<file path="src/dcs_params.svh">
`ifndef DCS_PARAMS_SVH
`define DCS_PARAMS_SVH

// register numbers on the function channel
`define DCS_REG_STATUS     8'h20
`define DCS_REG_ENABLE     8'h21
`define DCS_REG_KEYBOARD   8'h22
`define DCS_REG_STEP_POS   8'h23
`define DCS_REG_INSTR_BASE 8'h24
`define DCS_SCRATCH_COUNT  16

// function codes
`define DCS_FN_LOAD        8'h10
`define DCS_FN_UNLOAD      8'h11
`define DCS_FN_DISABLE     8'h1A
`define DCS_FN_RESET       8'h30
`define DCS_FN_CLK_STEP    8'h40
`define DCS_FN_INSTR_STEP  8'h41

// status field layout and reset values
`define DCS_SRC_LO         6
`define DCS_SRC_HI         15
`define DCS_DONE_BIT       6
`define DCS_STATUS_RESET   16'h0000
`define DCS_ENABLE_RESET   16'h0000
`define DCS_POS_IDLE       16'hFFFF

// clock pulses making up one instruction word
`define DCS_PULSES_PER_WORD 12'h004

`endif

</file>
<file path="src/dcs_pkg.sv">
package dcs_pkg;
   typedef enum logic [1:0] {
      DCS_IDLE = 2'b00,
      DCS_HOLD = 2'b01,
      DCS_RUN  = 2'b10
   } dcs_step_e;

   typedef logic [15:0] dcs_word_t;
endpackage

</file>
<file path="src/dcs_step_if.sv">
interface dcs_step_if;
   logic        go_pulse;
   logic        go_instr;
   logic [1:0]  length;
   logic [1:0]  word;
   logic [11:0] pulse;
   logic        active;
   logic        done;

   modport ctrl   (output go_pulse, go_instr, length, input word, pulse, active, done);
   modport engine (input go_pulse, go_instr, length, output word, pulse, active, done);
endinterface

</file>
<file path="src/dcs_ctrl.sv">
`include "dcs_params.svh"

module dcs_ctrl
   import dcs_pkg::*;
(
   // clock and reset
   input  wire logic        clk,
   input  wire logic        rst_n,
   // host function channel
   input  wire logic        fn_valid,
   input  wire logic [7:0]  fn_code,
   input  wire logic [7:0]  fn_reg,
   input  wire logic [15:0] fn_data,
   output      logic        fn_reply,
   output      logic        fn_reject,
   output      logic [15:0] fn_rdata,
   // interrupt sources and keyboard, asynchronous pins
   input  wire logic [15:6] src_event,
   input  wire logic [15:0] kbd_code,
   // interrupt request
   output      logic        irq
);

   localparam int SRC_W = `DCS_SRC_HI - `DCS_SRC_LO + 1;

   dcs_word_t        status;
   dcs_word_t        enable;
   dcs_word_t        next_status;
   dcs_word_t        next_enable;
   dcs_word_t        scratch [`DCS_SCRATCH_COUNT];
   dcs_word_t        instr   [3];
   dcs_word_t        kbd_meta;
   dcs_word_t        kbd_sync;
   logic [SRC_W-1:0] src_meta;
   logic [SRC_W-1:0] src_sync;
   logic [SRC_W-1:0] src_last;
   dcs_word_t        set_bits;
   dcs_word_t        clr_bits;
   logic             is_load;
   logic             is_unload;
   logic             is_disable;
   logic             is_reset;
   dcs_word_t        read_word;
   logic             read_ok;
   dcs_step_if       st ();

   // 0 scratchpad, 1 status, 2 enable, 3 keyboard, 4 step position, 5 instruction, 7 none
   function automatic logic [2:0] reg_kind(input logic [7:0] num);
      if (num < 8'(`DCS_SCRATCH_COUNT)) begin
         reg_kind = 3'h0;
      end else if (num == `DCS_REG_STATUS) begin
         reg_kind = 3'h1;
      end else if (num == `DCS_REG_ENABLE) begin
         reg_kind = 3'h2;
      end else if (num == `DCS_REG_KEYBOARD) begin
         reg_kind = 3'h3;
      end else if (num == `DCS_REG_STEP_POS) begin
         reg_kind = 3'h4;
      end else if (num >= `DCS_REG_INSTR_BASE && num < `DCS_REG_INSTR_BASE + 8'h03) begin
         reg_kind = 3'h5;
      end else begin
         reg_kind = 3'h7;
      end
   endfunction

   assign is_load    = fn_valid && fn_code == `DCS_FN_LOAD;
   assign is_unload  = fn_valid && fn_code == `DCS_FN_UNLOAD;
   assign is_disable = fn_valid && fn_code == `DCS_FN_DISABLE;
   assign is_reset   = fn_valid && fn_code == `DCS_FN_RESET;

   // pins cross in through two flops; only the second is looked at
   always_ff @(posedge clk) begin
      if (!rst_n) begin
         src_meta <= '0;
         src_sync <= '0;
         src_last <= '0;
         kbd_meta <= 16'h0000;
         kbd_sync <= 16'h0000;
      end else begin
         src_meta <= src_event;
         src_sync <= src_meta;
         src_last <= src_sync;
         kbd_meta <= kbd_code;
         kbd_sync <= kbd_meta;
      end
   end

   // rising edge of each source flags the status bit of the same number, which for bit 6 is shared with step completion
   always_comb begin
      set_bits = 16'h0000;
      set_bits[`DCS_SRC_HI:`DCS_SRC_LO] = src_sync & ~src_last;
      if (st.done) begin
         set_bits[`DCS_DONE_BIT] = 1'b1;
      end
   end

   // all three clearing paths; a new event in the same cycle survives
   always_comb begin
      clr_bits = 16'h0000;
      if (is_unload && (reg_kind(fn_reg) == 3'h1 || reg_kind(fn_reg) == 3'h3)) begin
         clr_bits = 16'hFFFF;
      end
      if (is_disable) begin
         clr_bits = clr_bits | fn_data;
      end
      if (is_reset) begin
         clr_bits = 16'hFFFF;
      end
      next_status = (status & ~clr_bits) | set_bits;
      next_status[`DCS_SRC_LO-1:0] = 6'h00;
   end

   // enable register: load sets the mask, disable and reset knock bits out
   always_comb begin
      next_enable = enable;
      if (is_load && reg_kind(fn_reg) == 3'h2) begin
         next_enable = fn_data;
      end
      if (is_disable) begin
         next_enable = enable & ~fn_data;
      end
      if (is_reset) begin
         next_enable = `DCS_ENABLE_RESET;
      end
      next_enable[`DCS_SRC_LO-1:0] = 6'h00;
   end

   // status and mask, with the request built from the same next values
   always_ff @(posedge clk) begin
      if (!rst_n) begin
         status <= `DCS_STATUS_RESET;
         enable <= `DCS_ENABLE_RESET;
         irq    <= 1'b0;
      end else begin
         status <= next_status;
         enable <= next_enable;
         irq    <= |(next_status & next_enable);
      end
   end

   // scratchpad bank, one full word per register, no masking of any bit
   generate
      for (genvar i = 0; i < `DCS_SCRATCH_COUNT; i++) begin : g_scratch
         always_ff @(posedge clk) begin
            if (!rst_n) begin
               scratch[i] <= 16'h0000;
            end else if (is_load && fn_reg == 8'(i)) begin
               scratch[i] <= fn_data;
            end
         end
      end
      for (genvar j = 0; j < 3; j++) begin : g_instr
         always_ff @(posedge clk) begin
            if (!rst_n) begin
               instr[j] <= 16'h0000;
            end else if (is_load && fn_reg == `DCS_REG_INSTR_BASE + 8'(j)) begin
               instr[j] <= fn_data;
            end
         end
      end
   endgenerate

   // instruction length in word 0 top bits; zero is taken as one word
   always_comb begin
      st.length   = (instr[0][15:14] == 2'h0) ? 2'h1 : instr[0][15:14];
      if (st.length == 2'h3 || instr[0][15:14] == 2'h3) begin
         st.length = 2'h3;
      end
      st.go_pulse = fn_valid && fn_code == `DCS_FN_CLK_STEP;
      st.go_instr = fn_valid && fn_code == `DCS_FN_INSTR_STEP;
   end

   dcs_step_engine u_step (
      .clk   (clk),
      .rst_n (rst_n),
      .st    (st.engine)
   );

   // read mux for unloads
   always_comb begin
      read_word = 16'h0000;
      read_ok   = 1'b1;
      case (reg_kind(fn_reg))
         3'h0: read_word = scratch[fn_reg[3:0]];
         3'h1: read_word = status;
         3'h2: read_word = enable;
         3'h3: read_word = kbd_sync;
         3'h4: read_word = st.active ? {2'h0, st.word, st.pulse} : `DCS_POS_IDLE;
         3'h5: read_word = instr[2'(fn_reg - `DCS_REG_INSTR_BASE)];
         default: read_ok = 1'b0;
      endcase
   end

   // one reply per accepted function; unknown codes or registers are rejected
   always_ff @(posedge clk) begin
      if (!rst_n) begin
         fn_reply  <= 1'b0;
         fn_reject <= 1'b0;
         fn_rdata  <= 16'h0000;
      end else begin
         fn_reply  <= 1'b0;
         fn_reject <= 1'b0;
         if (fn_valid) begin
            if (is_unload && read_ok) begin
               fn_rdata <= read_word;
               fn_reply <= 1'b1;
            end else if ((is_load && read_ok && reg_kind(fn_reg) != 3'h1
                          && reg_kind(fn_reg) != 3'h4) || is_disable || is_reset
                          || fn_code == `DCS_FN_CLK_STEP || fn_code == `DCS_FN_INSTR_STEP) begin
               fn_reply <= 1'b1;
            end else begin
               fn_reject <= 1'b1;
            end
         end
      end
   end

   a_irq_has_status: assert property (@(posedge clk) disable iff (!rst_n)
      irq |-> (status != 16'h0000))
      else $error("interrupt raised with status zero");

   a_irq_gated_mask: assert property (@(posedge clk) disable iff (!rst_n)
      irq == |(status & enable))
      else $error("interrupt not equal to status and mask");

   a_unload_clears: assert property (@(posedge clk) disable iff (!rst_n)
      (is_unload && fn_reg == `DCS_REG_STATUS && set_bits == 16'h0000)
      |=> (status == 16'h0000) && fn_reply && (fn_rdata == $past(status)))
      else $error("status unload did not clear status");

   a_disable_clears: assert property (@(posedge clk) disable iff (!rst_n)
      is_disable |=> ((status & $past(fn_data) & ~$past(set_bits)) == 16'h0000)
      && ((enable & $past(fn_data)) == 16'h0000))
      else $error("disable left matching bits set");

   a_reset_fn: assert property (@(posedge clk) disable iff (!rst_n)
      (is_reset && set_bits == 16'h0000) |=> status == 16'h0000 && fn_reply)
      else $error("reset function did not clear and reply");

   a_enable_zero: assert property (@(posedge clk) disable iff (!rst_n)
      is_reset |=> (enable == 16'h0000))
      else $error("enable not zero after reset");

   a_scratch_back: assert property (@(posedge clk) disable iff (!rst_n)
      (is_load && fn_reg < 8'h10) ##1 !fn_valid
      ##1 (is_unload && fn_reg == $past(fn_reg, 2))
      |=> fn_reply && fn_rdata == $past(fn_data, 3))
      else $error("scratchpad did not return loaded word");

   a_scratch_zero: assert property (@(posedge clk) disable iff (!rst_n)
      (is_load && fn_reg < 8'h10 && fn_data == 16'h0000)
      |=> scratch[$past(fn_reg[3:0])] == 16'h0000)
      else $error("scratchpad bit stuck at one");

   a_status_low_zero: assert property (@(posedge clk) disable iff (!rst_n)
      status[`DCS_SRC_LO-1:0] == 6'h00)
      else $error("unused status bits set");

   a_step_pos_idle: assert property (@(posedge clk) disable iff (!rst_n)
      (is_unload && fn_reg == `DCS_REG_STEP_POS && !st.active) |=> fn_rdata == 16'hFFFF)
      else $error("idle step position not all ones");

   // the keyboard unload clears status on the same path as the status unload
   a_kbd_unload_clears: assert property (@(posedge clk) disable iff (!rst_n)
      (is_unload && fn_reg == `DCS_REG_KEYBOARD && set_bits == 16'h0000)
      |=> (status == 16'h0000))
      else $error("keyboard unload did not clear status");

   // every request draws exactly one answer, never both
   a_one_answer: assert property (@(posedge clk) disable iff (!rst_n)
      fn_valid |=> (fn_reply != fn_reject))
      else $error("request without exactly one answer");

   // a source edge lands in status even when a clear falls in the same cycle
   a_event_sets_status: assert property (@(posedge clk) disable iff (!rst_n)
      (set_bits != 16'h0000) |=> ((status & $past(set_bits)) == $past(set_bits)))
      else $error("event lost from status");

   // completion of a stepped instruction shows up in the status word
   a_done_sets_status: assert property (@(posedge clk) disable iff (!rst_n)
      st.done |=> status[`DCS_DONE_BIT])
      else $error("step completion left status bit clear");

   // a running position shows word 0, 1 or 2 in its upper field
   a_pos_word_range: assert property (@(posedge clk) disable iff (!rst_n)
      (is_unload && fn_reg == `DCS_REG_STEP_POS && st.active)
      |=> (fn_rdata[15:14] == 2'h0) && (fn_rdata[13:12] != 2'h3))
      else $error("step position word number out of range");

   // status is only ever cleared by the host, so a load of it is refused
   a_status_load_refused: assert property (@(posedge clk) disable iff (!rst_n)
      (is_load && fn_reg == `DCS_REG_STATUS) |=> fn_reject && !fn_reply)
      else $error("load of status was not refused");

   // the disable load is answered like any other function
   a_disable_replies: assert property (@(posedge clk) disable iff (!rst_n)
      is_disable |=> fn_reply)
      else $error("disable load not answered");
endmodule

</file>
<file path="src/dcs_step_engine.sv">
`include "dcs_params.svh"

module dcs_step_engine
   import dcs_pkg::*;
(
   // clock and reset
   input wire logic  clk,
   input wire logic  rst_n,
   // step control
   dcs_step_if.engine st
);

   dcs_step_e state;
   logic      last_pulse;
   logic      last_word;

   assign last_pulse = (st.pulse == `DCS_PULSES_PER_WORD - 12'h001);
   assign last_word  = (st.word == st.length - 2'h1);
   assign st.active  = (state != DCS_IDLE);

   // walk pulse by pulse through each word; hold mode waits for the next clock step
   always_ff @(posedge clk) begin
      if (!rst_n) begin
         state   <= DCS_IDLE;
         st.word  <= 2'h0;
         st.pulse <= 12'h000;
         st.done  <= 1'b0;
      end else begin
         st.done <= 1'b0;
         case (state)
            DCS_IDLE: begin
               st.word  <= 2'h0;
               st.pulse <= 12'h000;
               if (st.go_instr) begin
                  state <= DCS_RUN;
               end else if (st.go_pulse) begin
                  state <= DCS_HOLD;
               end
            end
            DCS_HOLD, DCS_RUN: begin
               if (state == DCS_RUN || st.go_pulse || st.go_instr) begin
                  if (st.go_instr) begin
                     state <= DCS_RUN;
                  end
                  if (last_pulse) begin
                     st.pulse <= 12'h000;
                     if (last_word) begin
                        state   <= DCS_IDLE;
                        st.done <= 1'b1;
                     end else begin
                        st.word <= st.word + 2'h1;
                     end
                  end else begin
                     st.pulse <= st.pulse + 12'h001;
                  end
               end
            end
            default: state <= DCS_IDLE;
         endcase
      end
   end

   // word index never runs past the instruction length
   a_word_in_range: assert property (@(posedge clk) disable iff (!rst_n)
      st.active |-> (st.word < st.length))
      else $error("word index beyond instruction length");

   // a clock step in hold mode moves exactly one pulse
   a_one_pulse_step: assert property (@(posedge clk) disable iff (!rst_n)
      (state == DCS_HOLD && st.go_pulse && !st.go_instr && !last_pulse)
      |=> (st.pulse == $past(st.pulse) + 12'h001) && (state == DCS_HOLD))
      else $error("clock step did not advance one pulse");
endmodule

</file>
<file path="config.mk">
export PLATFORM = sky130hd
export DESIGN_NAME = dcs_ctrl
export DESIGN_NICKNAME = d
export VERILOG_FILES = /design/src/dcs_pkg.sv /design/src/dcs_step_if.sv /design/src/dcs_ctrl.sv /design/src/dcs_step_engine.sv
export VERILOG_INCLUDE_DIRS = /design/src
export SDC_FILE = /design/constraint.sdc
export NUM_CORES = 1
export LEC_CHECK = 0
export BUFFER_PORTS_ARGS = -buffer_cell sky130_fd_sc_hd__clkbuf_2
export CAP_MARGIN = 15
export CORE_MARGIN = 2
export CORE_UTILIZATION = 62
export DETAILED_ROUTE_END_ITERATION = 8
export GPL_ROUTABILITY_DRIVEN = 1
export PLACE_DENSITY_LB_ADDON = 0.12
export SYNTH_ARGS = -nofsm -noshare
export SYNTH_HDL_FRONTEND = slang
export SYNTH_SLANG_ARGS = --single-unit
</file>
<file path="constraint.sdc">
create_clock -name clk -period 4.1 [get_ports clk]
set_input_delay 0.41 -clock clk [delete_from_list [all_inputs] [get_ports clk]]
set_output_delay 0.41 -clock clk [all_outputs]
set_load 0.02 [all_outputs]
</file>
After elaboration in Yosys (flattened, before gate mapping)
Memories as Yosys holds them, arrays and structs flattened.
Index checks and enable logic that the tools add are counted.
- add/subtract/negate cells: 4
- $lt $le $gt $ge: 3
- eq/ne operators: 45
- mux-type cells: 116
- bitwise operators: 30
- reduce and logical (&&, ||, !) cells: 56
- operators by type and width (kind ; number):
    $mux W16 ; 26
    $pmux W16 S6 ; 1
    $eq A8 B4 Y1 const B ; 8
    $eq A8 B6 Y1 const B ; 8
    $mux W1 ; 64
    $and A16 B16 Y16 ; 3
    $eq A8 B3 Y1 const B ; 4
    $logic_and A1 B1 Y1 ; 32
    $not A16 Y16 ; 2
    $or A16 B16 Y16 ; 2
    $mux W2 ; 13
    $eq A8 B5 Y1 const B ; 3
    $mux W12 ; 2
    $pmux W12 S2 ; 1
    $mux W3 ; 7
    $or A1 B1 Y1 ; 19
    $eq A8 B2 Y1 const B ; 2
    $eq A8 B7 Y1 const B ; 2
    $reduce_or A16 Y1 ; 1
    $add A12 B1 Y12 const B ; 1
    $eq A12 B2 Y1 const B ; 1
    $and A10 B10 Y10 ; 1
    $not A10 Y10 ; 1
    $eq A8 B1 Y1 const B ; 1
    other kinds (27) ; 49
- register bits after elaboration: 130
- RAM bits: 304
- input port bits: 61
- output and inout port bits: 19
- word-level logic and storage cells: 273
- memories: 2
- memory list (memory ; depth ; bits a word ; rd ports ; clocked after Yosys merged registers in ; write ports ; line ; source):
    scratch ; 16 ; 16 ; 1 ; 0 ; 16 ; dcs_ctrl.sv:30 ; dcs_word_t scratch [`DCS_SCRATCH_COUNT];
    instr ; 3 ; 16 ; 2 ; 0 ; 3 ; dcs_ctrl.sv:31 ; dcs_word_t instr [3];

Longest topological paths before layout
- depth after elaboration: 24
- depth in mapped cells: 11
- mapped depth without buffers: 8

Modules after synthesis
Synthesis repeated with hierarchy kept, for this count alone.
- cell total of the unflattened synthesis: 1417
- area, all modules: 19246.0 um^2
- by module, submodules not included (module ; times used ; cells each ; area each (um^2) ; seq. area each (um^2)):
    dcs_ctrl ; 1 ; 1300 ; 18178.7 ; 11150.7
    dcs_step_engine ; 1 ; 117 ; 1067.3 ; 340.3

Worst setup path before layout
No wires, ideal clock.
- kind: input to register
- start: input port fn_reg[2]
- end: memory instr[1][0] (netlist name), enable pin
- setup time: 0.411 ns
- data arrival time: 2.759 ns
- required time: 3.689 ns
- path slack: 0.930 ns
- cell stages on the path: 5
- path buffers: 2
- cells stage by stage: clkbuf_1 inv_1 buf_2 or4_1 o21ai_0
- RTL lines (what ; line ; source):
    start: declaration ; dcs_ctrl.sv:12 ; input wire logic [7:0] fn_reg,
    end: declaration ; dcs_ctrl.sv:31 ;

Final worst setup path
- start: input port fn_reg[3]
- end: register irq
- cells in the longest elaborated chain, start to end: 20
- elaborated cells on any way between the ends: 32
- classes of those cells: order compare (3); eq/ne (7); mux (12); bitwise (5); reduce/logical (5)
- ends and longest elaborated chain (what ; line ; source):
    $ge A8 B6 Y1 (no source line) or $lt A8 B6 Y1 (tied branches) ; - ;
    $logic_and A1 B1 Y1 ; dcs_ctrl.sv:59 ; end else if (num >= `DCS_REG_INSTR_BASE && num < `DCS_REG_INSTR_BASE + 8'h03) begin
    $mux W2 ; dcs_ctrl.sv:59 ;
    $mux W2 ; dcs_ctrl.sv:57 ; end else if (num == `DCS_REG_STEP_POS) begin
    $mux W3 ; dcs_ctrl.sv:55 ; end else if (num == `DCS_REG_KEYBOARD) begin
    $mux W3 ; dcs_ctrl.sv:53 ; end else if (num == `DCS_REG_ENABLE) begin
    $mux W3 ; dcs_ctrl.sv:51 ; end else if (num == `DCS_REG_STATUS) begin
    $mux W3 * ; dcs_ctrl.sv:49 ; if (num < 8'(`DCS_SCRATCH_COUNT)) begin
    [... 4 more ...] ; - ;
    $or A16 B16 Y16 ; dcs_ctrl.sv:104 ; clr_bits = clr_bits | fn_data;
    $mux W16 ; dcs_ctrl.sv:103 ; if (is_disable) begin
    $mux W16 ; dcs_ctrl.sv:106 ; if (is_reset) begin
    $not A16 Y16 ; dcs_ctrl.sv:109 ; next_status = (status & ~clr_bits) | set_bits;
    $and A16 B16 Y16 ; dcs_ctrl.sv:109 ;
    $or A16 B16 Y16 ; dcs_ctrl.sv:109 ;
    $and A16 B16 Y16 * ; dcs_ctrl.sv:137 ; irq <= |(next_status & next_enable);
    $reduce_or A16 Y1 * ; dcs_ctrl.sv:137 ;
    end signal: assignment ; dcs_ctrl.sv:137 ;
    end: declaration ; dcs_ctrl.sv:21 ; output logic irq
Mark *: on every way between the ends. The rest lies on a longest branch, timed or not.
A chain may end at the register's enable or synchronous reset.

==> metrics.cfg <==
[clocking]
cts_sinks=422
cts_root_buffer=clkbuf_16
cts_max_level=2
cts_setup_buffers=0
cts_buffers=43
cts_hold_buf=0
clock_latency_ps=530
tritoncts=yes
cts-resized-gates=0
path_clk_slew_ps=60
cts_max_path_buffers=3

[setup_path]
worst-path-max-fanout=24
worst_path_max_delay_cell=nor4b_1
path_delay_family=simple AND/OR/NAND/NOR gates
crit_start=fn_reg[3]
crit_path_start_kind=primary input
cpMostUsedCell=a32o_1
crit_path_max_incr_delay_ps=660
cp.buffers_inverters=1
crit_chain=clkbuf_2 -> nor4b_1 -> a31oi_1 -> nand3b_1 -> a32o_1 -> a32o_1 -> and4bb_1 -> o22ai_1
critPathKind=in2reg
cp-end-kind=flip-flop
r2r_start=u_step.state[0]$_SDFFE_PN0P_
cp.arrival_ps=3030
worstPathRequired_ps=4500

[pwr]
p_leak_nw=7.50
finalPower_mw=9.12
ir_drop_uv=334
powerDensity_nw_per_um2=438

[routing]
drt_iter0_markers=1191
wl_met3_microns=3660
maxUsedRoutingLayer=met4
route.detailed.drc=0
wl_met2_microns=21800
firstDrtPassIters=6
num_vias=11700
wl_microns=44900
met1Wirelength_microns=18200
via_per_inst=6.12
antenna_left=0
wl_per_cell_microns=23.6

[logic_synthesis]
yosysWarnings=0
yosysSeqAreaShare_pct=61.9
synth_area_leaders=edfxtp_1, dfxtp_1, and2_1, mux4_2, o21ai_0
ys_types=59
netlist_instances=1408
syn_area_sq_um=18600
netlist_top_cells_count=and2_1, edfxtp_1, dfxtp_1
syn_area_per_cell_sq_um=13.2
synth-edff-count=304
synth_most_common_cell=and2_1
yosys.area.top_type_share_pct=49.2
synth_flop_cell=edfxtp_1
yosysTopAreaCell=edfxtp_1
synthArstFlopShare_pct=0
synth_seq_cells=422
synth_nets=1473

[timing]
clock_skew_ps=10.4
slew_viol_final=0
setup_tns_ps=0
fin_crit_ps=2630
tightest_slew_ps=825
setup_viol=0
rsz0062_at_grt=false
fmax_ghz=0.380
final-hold-violation-count=0
slew_headroom_pct=45.0
finalCritPeriodShare_pct=64.2

[layout]
nets=1547
final_layout_size_suffix_gt1_share_pct=19.1
area_growth_pct=12.1
n_antenna_cell=0

[die]
ios=80
start_util_pct=62.8
die-area_sq_um=31300
core_area_sq_um=29600
rows=63
die-width_microns=177
die_height_microns=177

[placed_design]
port-buffer-count=79
dp_hpwl_microns=29200
place_congestion=0.923

[global_route]
grt_pass1_vias=11400
antenna_found_initial=0
overflow=0
grt_use_total_pct=29.3
grt_max_degree=102
grt_pass1_wl_microns=68100

[worst_hold_path]
hp-start=src_event[14]
min_path_type=in2reg

[job]
maxCapViolations=0

[outcome]
status=completed

logic make-up after synthesis:
logic type      synth area share [%]
xor+xnor                       0.377
mux                             11.5
flops                           61.9
simple gates                    18.1
fa+ha+maj                      0.270
buf+inv                         2.52
compound gates                  5.37
report_power, final:
| part | total [mW] | internal, mW | switching, mW |
|---|---|---|---|
| Clock | 3.74 | 2.19 | 1.55 |
| Combinational | 0.580 | 0.234 | 0.346 |
| Sequential | 4.80 | 4.74 | 0.0550 |
| Total | 9.12 | 7.17 | 1.95 |
stage by stage:
step	worst slack [ps]	hold WS [ps]	utilization (%)	std cells	cell area, sq um
after floorplan	930	412	-	1408	18600
after global placement	1110	414	65.8	1827	19500
after detailed placement	1040	419	65.8	1827	19500
after CTS	1580	72.0	70.4	1905	20800
after global routing	1310	72.7	70.4	1905	20800
final	1470	86.0	70.4	1905	20800
area by class of cell:
class / instances / area, sq um
clock buffers: 63 / 1260
repair buffers: 134 / 826
flip-flops and latches: 422 / 11500
fillers: 2034 / 8750
well taps: 390 / 488
clock inverters: 15 / 91.3
inverters: 12 / 45.0
multi-input cells: 869 / 6610
layer usage:
layer | GRT usage, % | vias to the layer above
li1 | - | 5252
met3 | 4.23 | 79
met1 | 40.8 | 5771
met2 | 48.8 | 561
met4 | 8.47 | 0
met5 | 0 | -
flip-flops by register name, summed over array words and instances, names as in the netlist, 2 cells and up:
name / flops
enable: 10
kbd_sync: 16
status: 10
src_last: 10
src_sync: 10
u_step.st.word: 2
scratch: 256
u_step.st.pulse: 12
src_meta: 10
instr: 48
u_step.state: 2
kbd_meta: 16
fn_rdata: 16
final timing paths:
kind | to | slack, ps | cells past startpoint
setup / recovery | irq$_SDFF_PN0_ | 1470 | 8
hold / removal | src_meta[8]$_SDFF_PN0_ | 90 | 2
setup reg to reg | u_step.st.pulse[9]$_SDFFE_PN0P_ | 1730 | 7
hold reg to reg | src_sync[9]$_SDFF_PN0_ | 430 | 1
cell usage in the layout, fill, tap and decap left out, drive strengths merged, types with 11 or more instances in the layout:
cell type and n:
a21oi 37, a221oi 12, a31oi 11, and2 369, buf 57, clkbuf 140, clkinv 15, dfxtp 118
edfxtp 304, inv 11, mux2 12, mux2i 19, mux4 80, nand2 65, nand2b 14, nand3 15
nor2 62, o21ai 64
(Power assumes the default switching activity.)
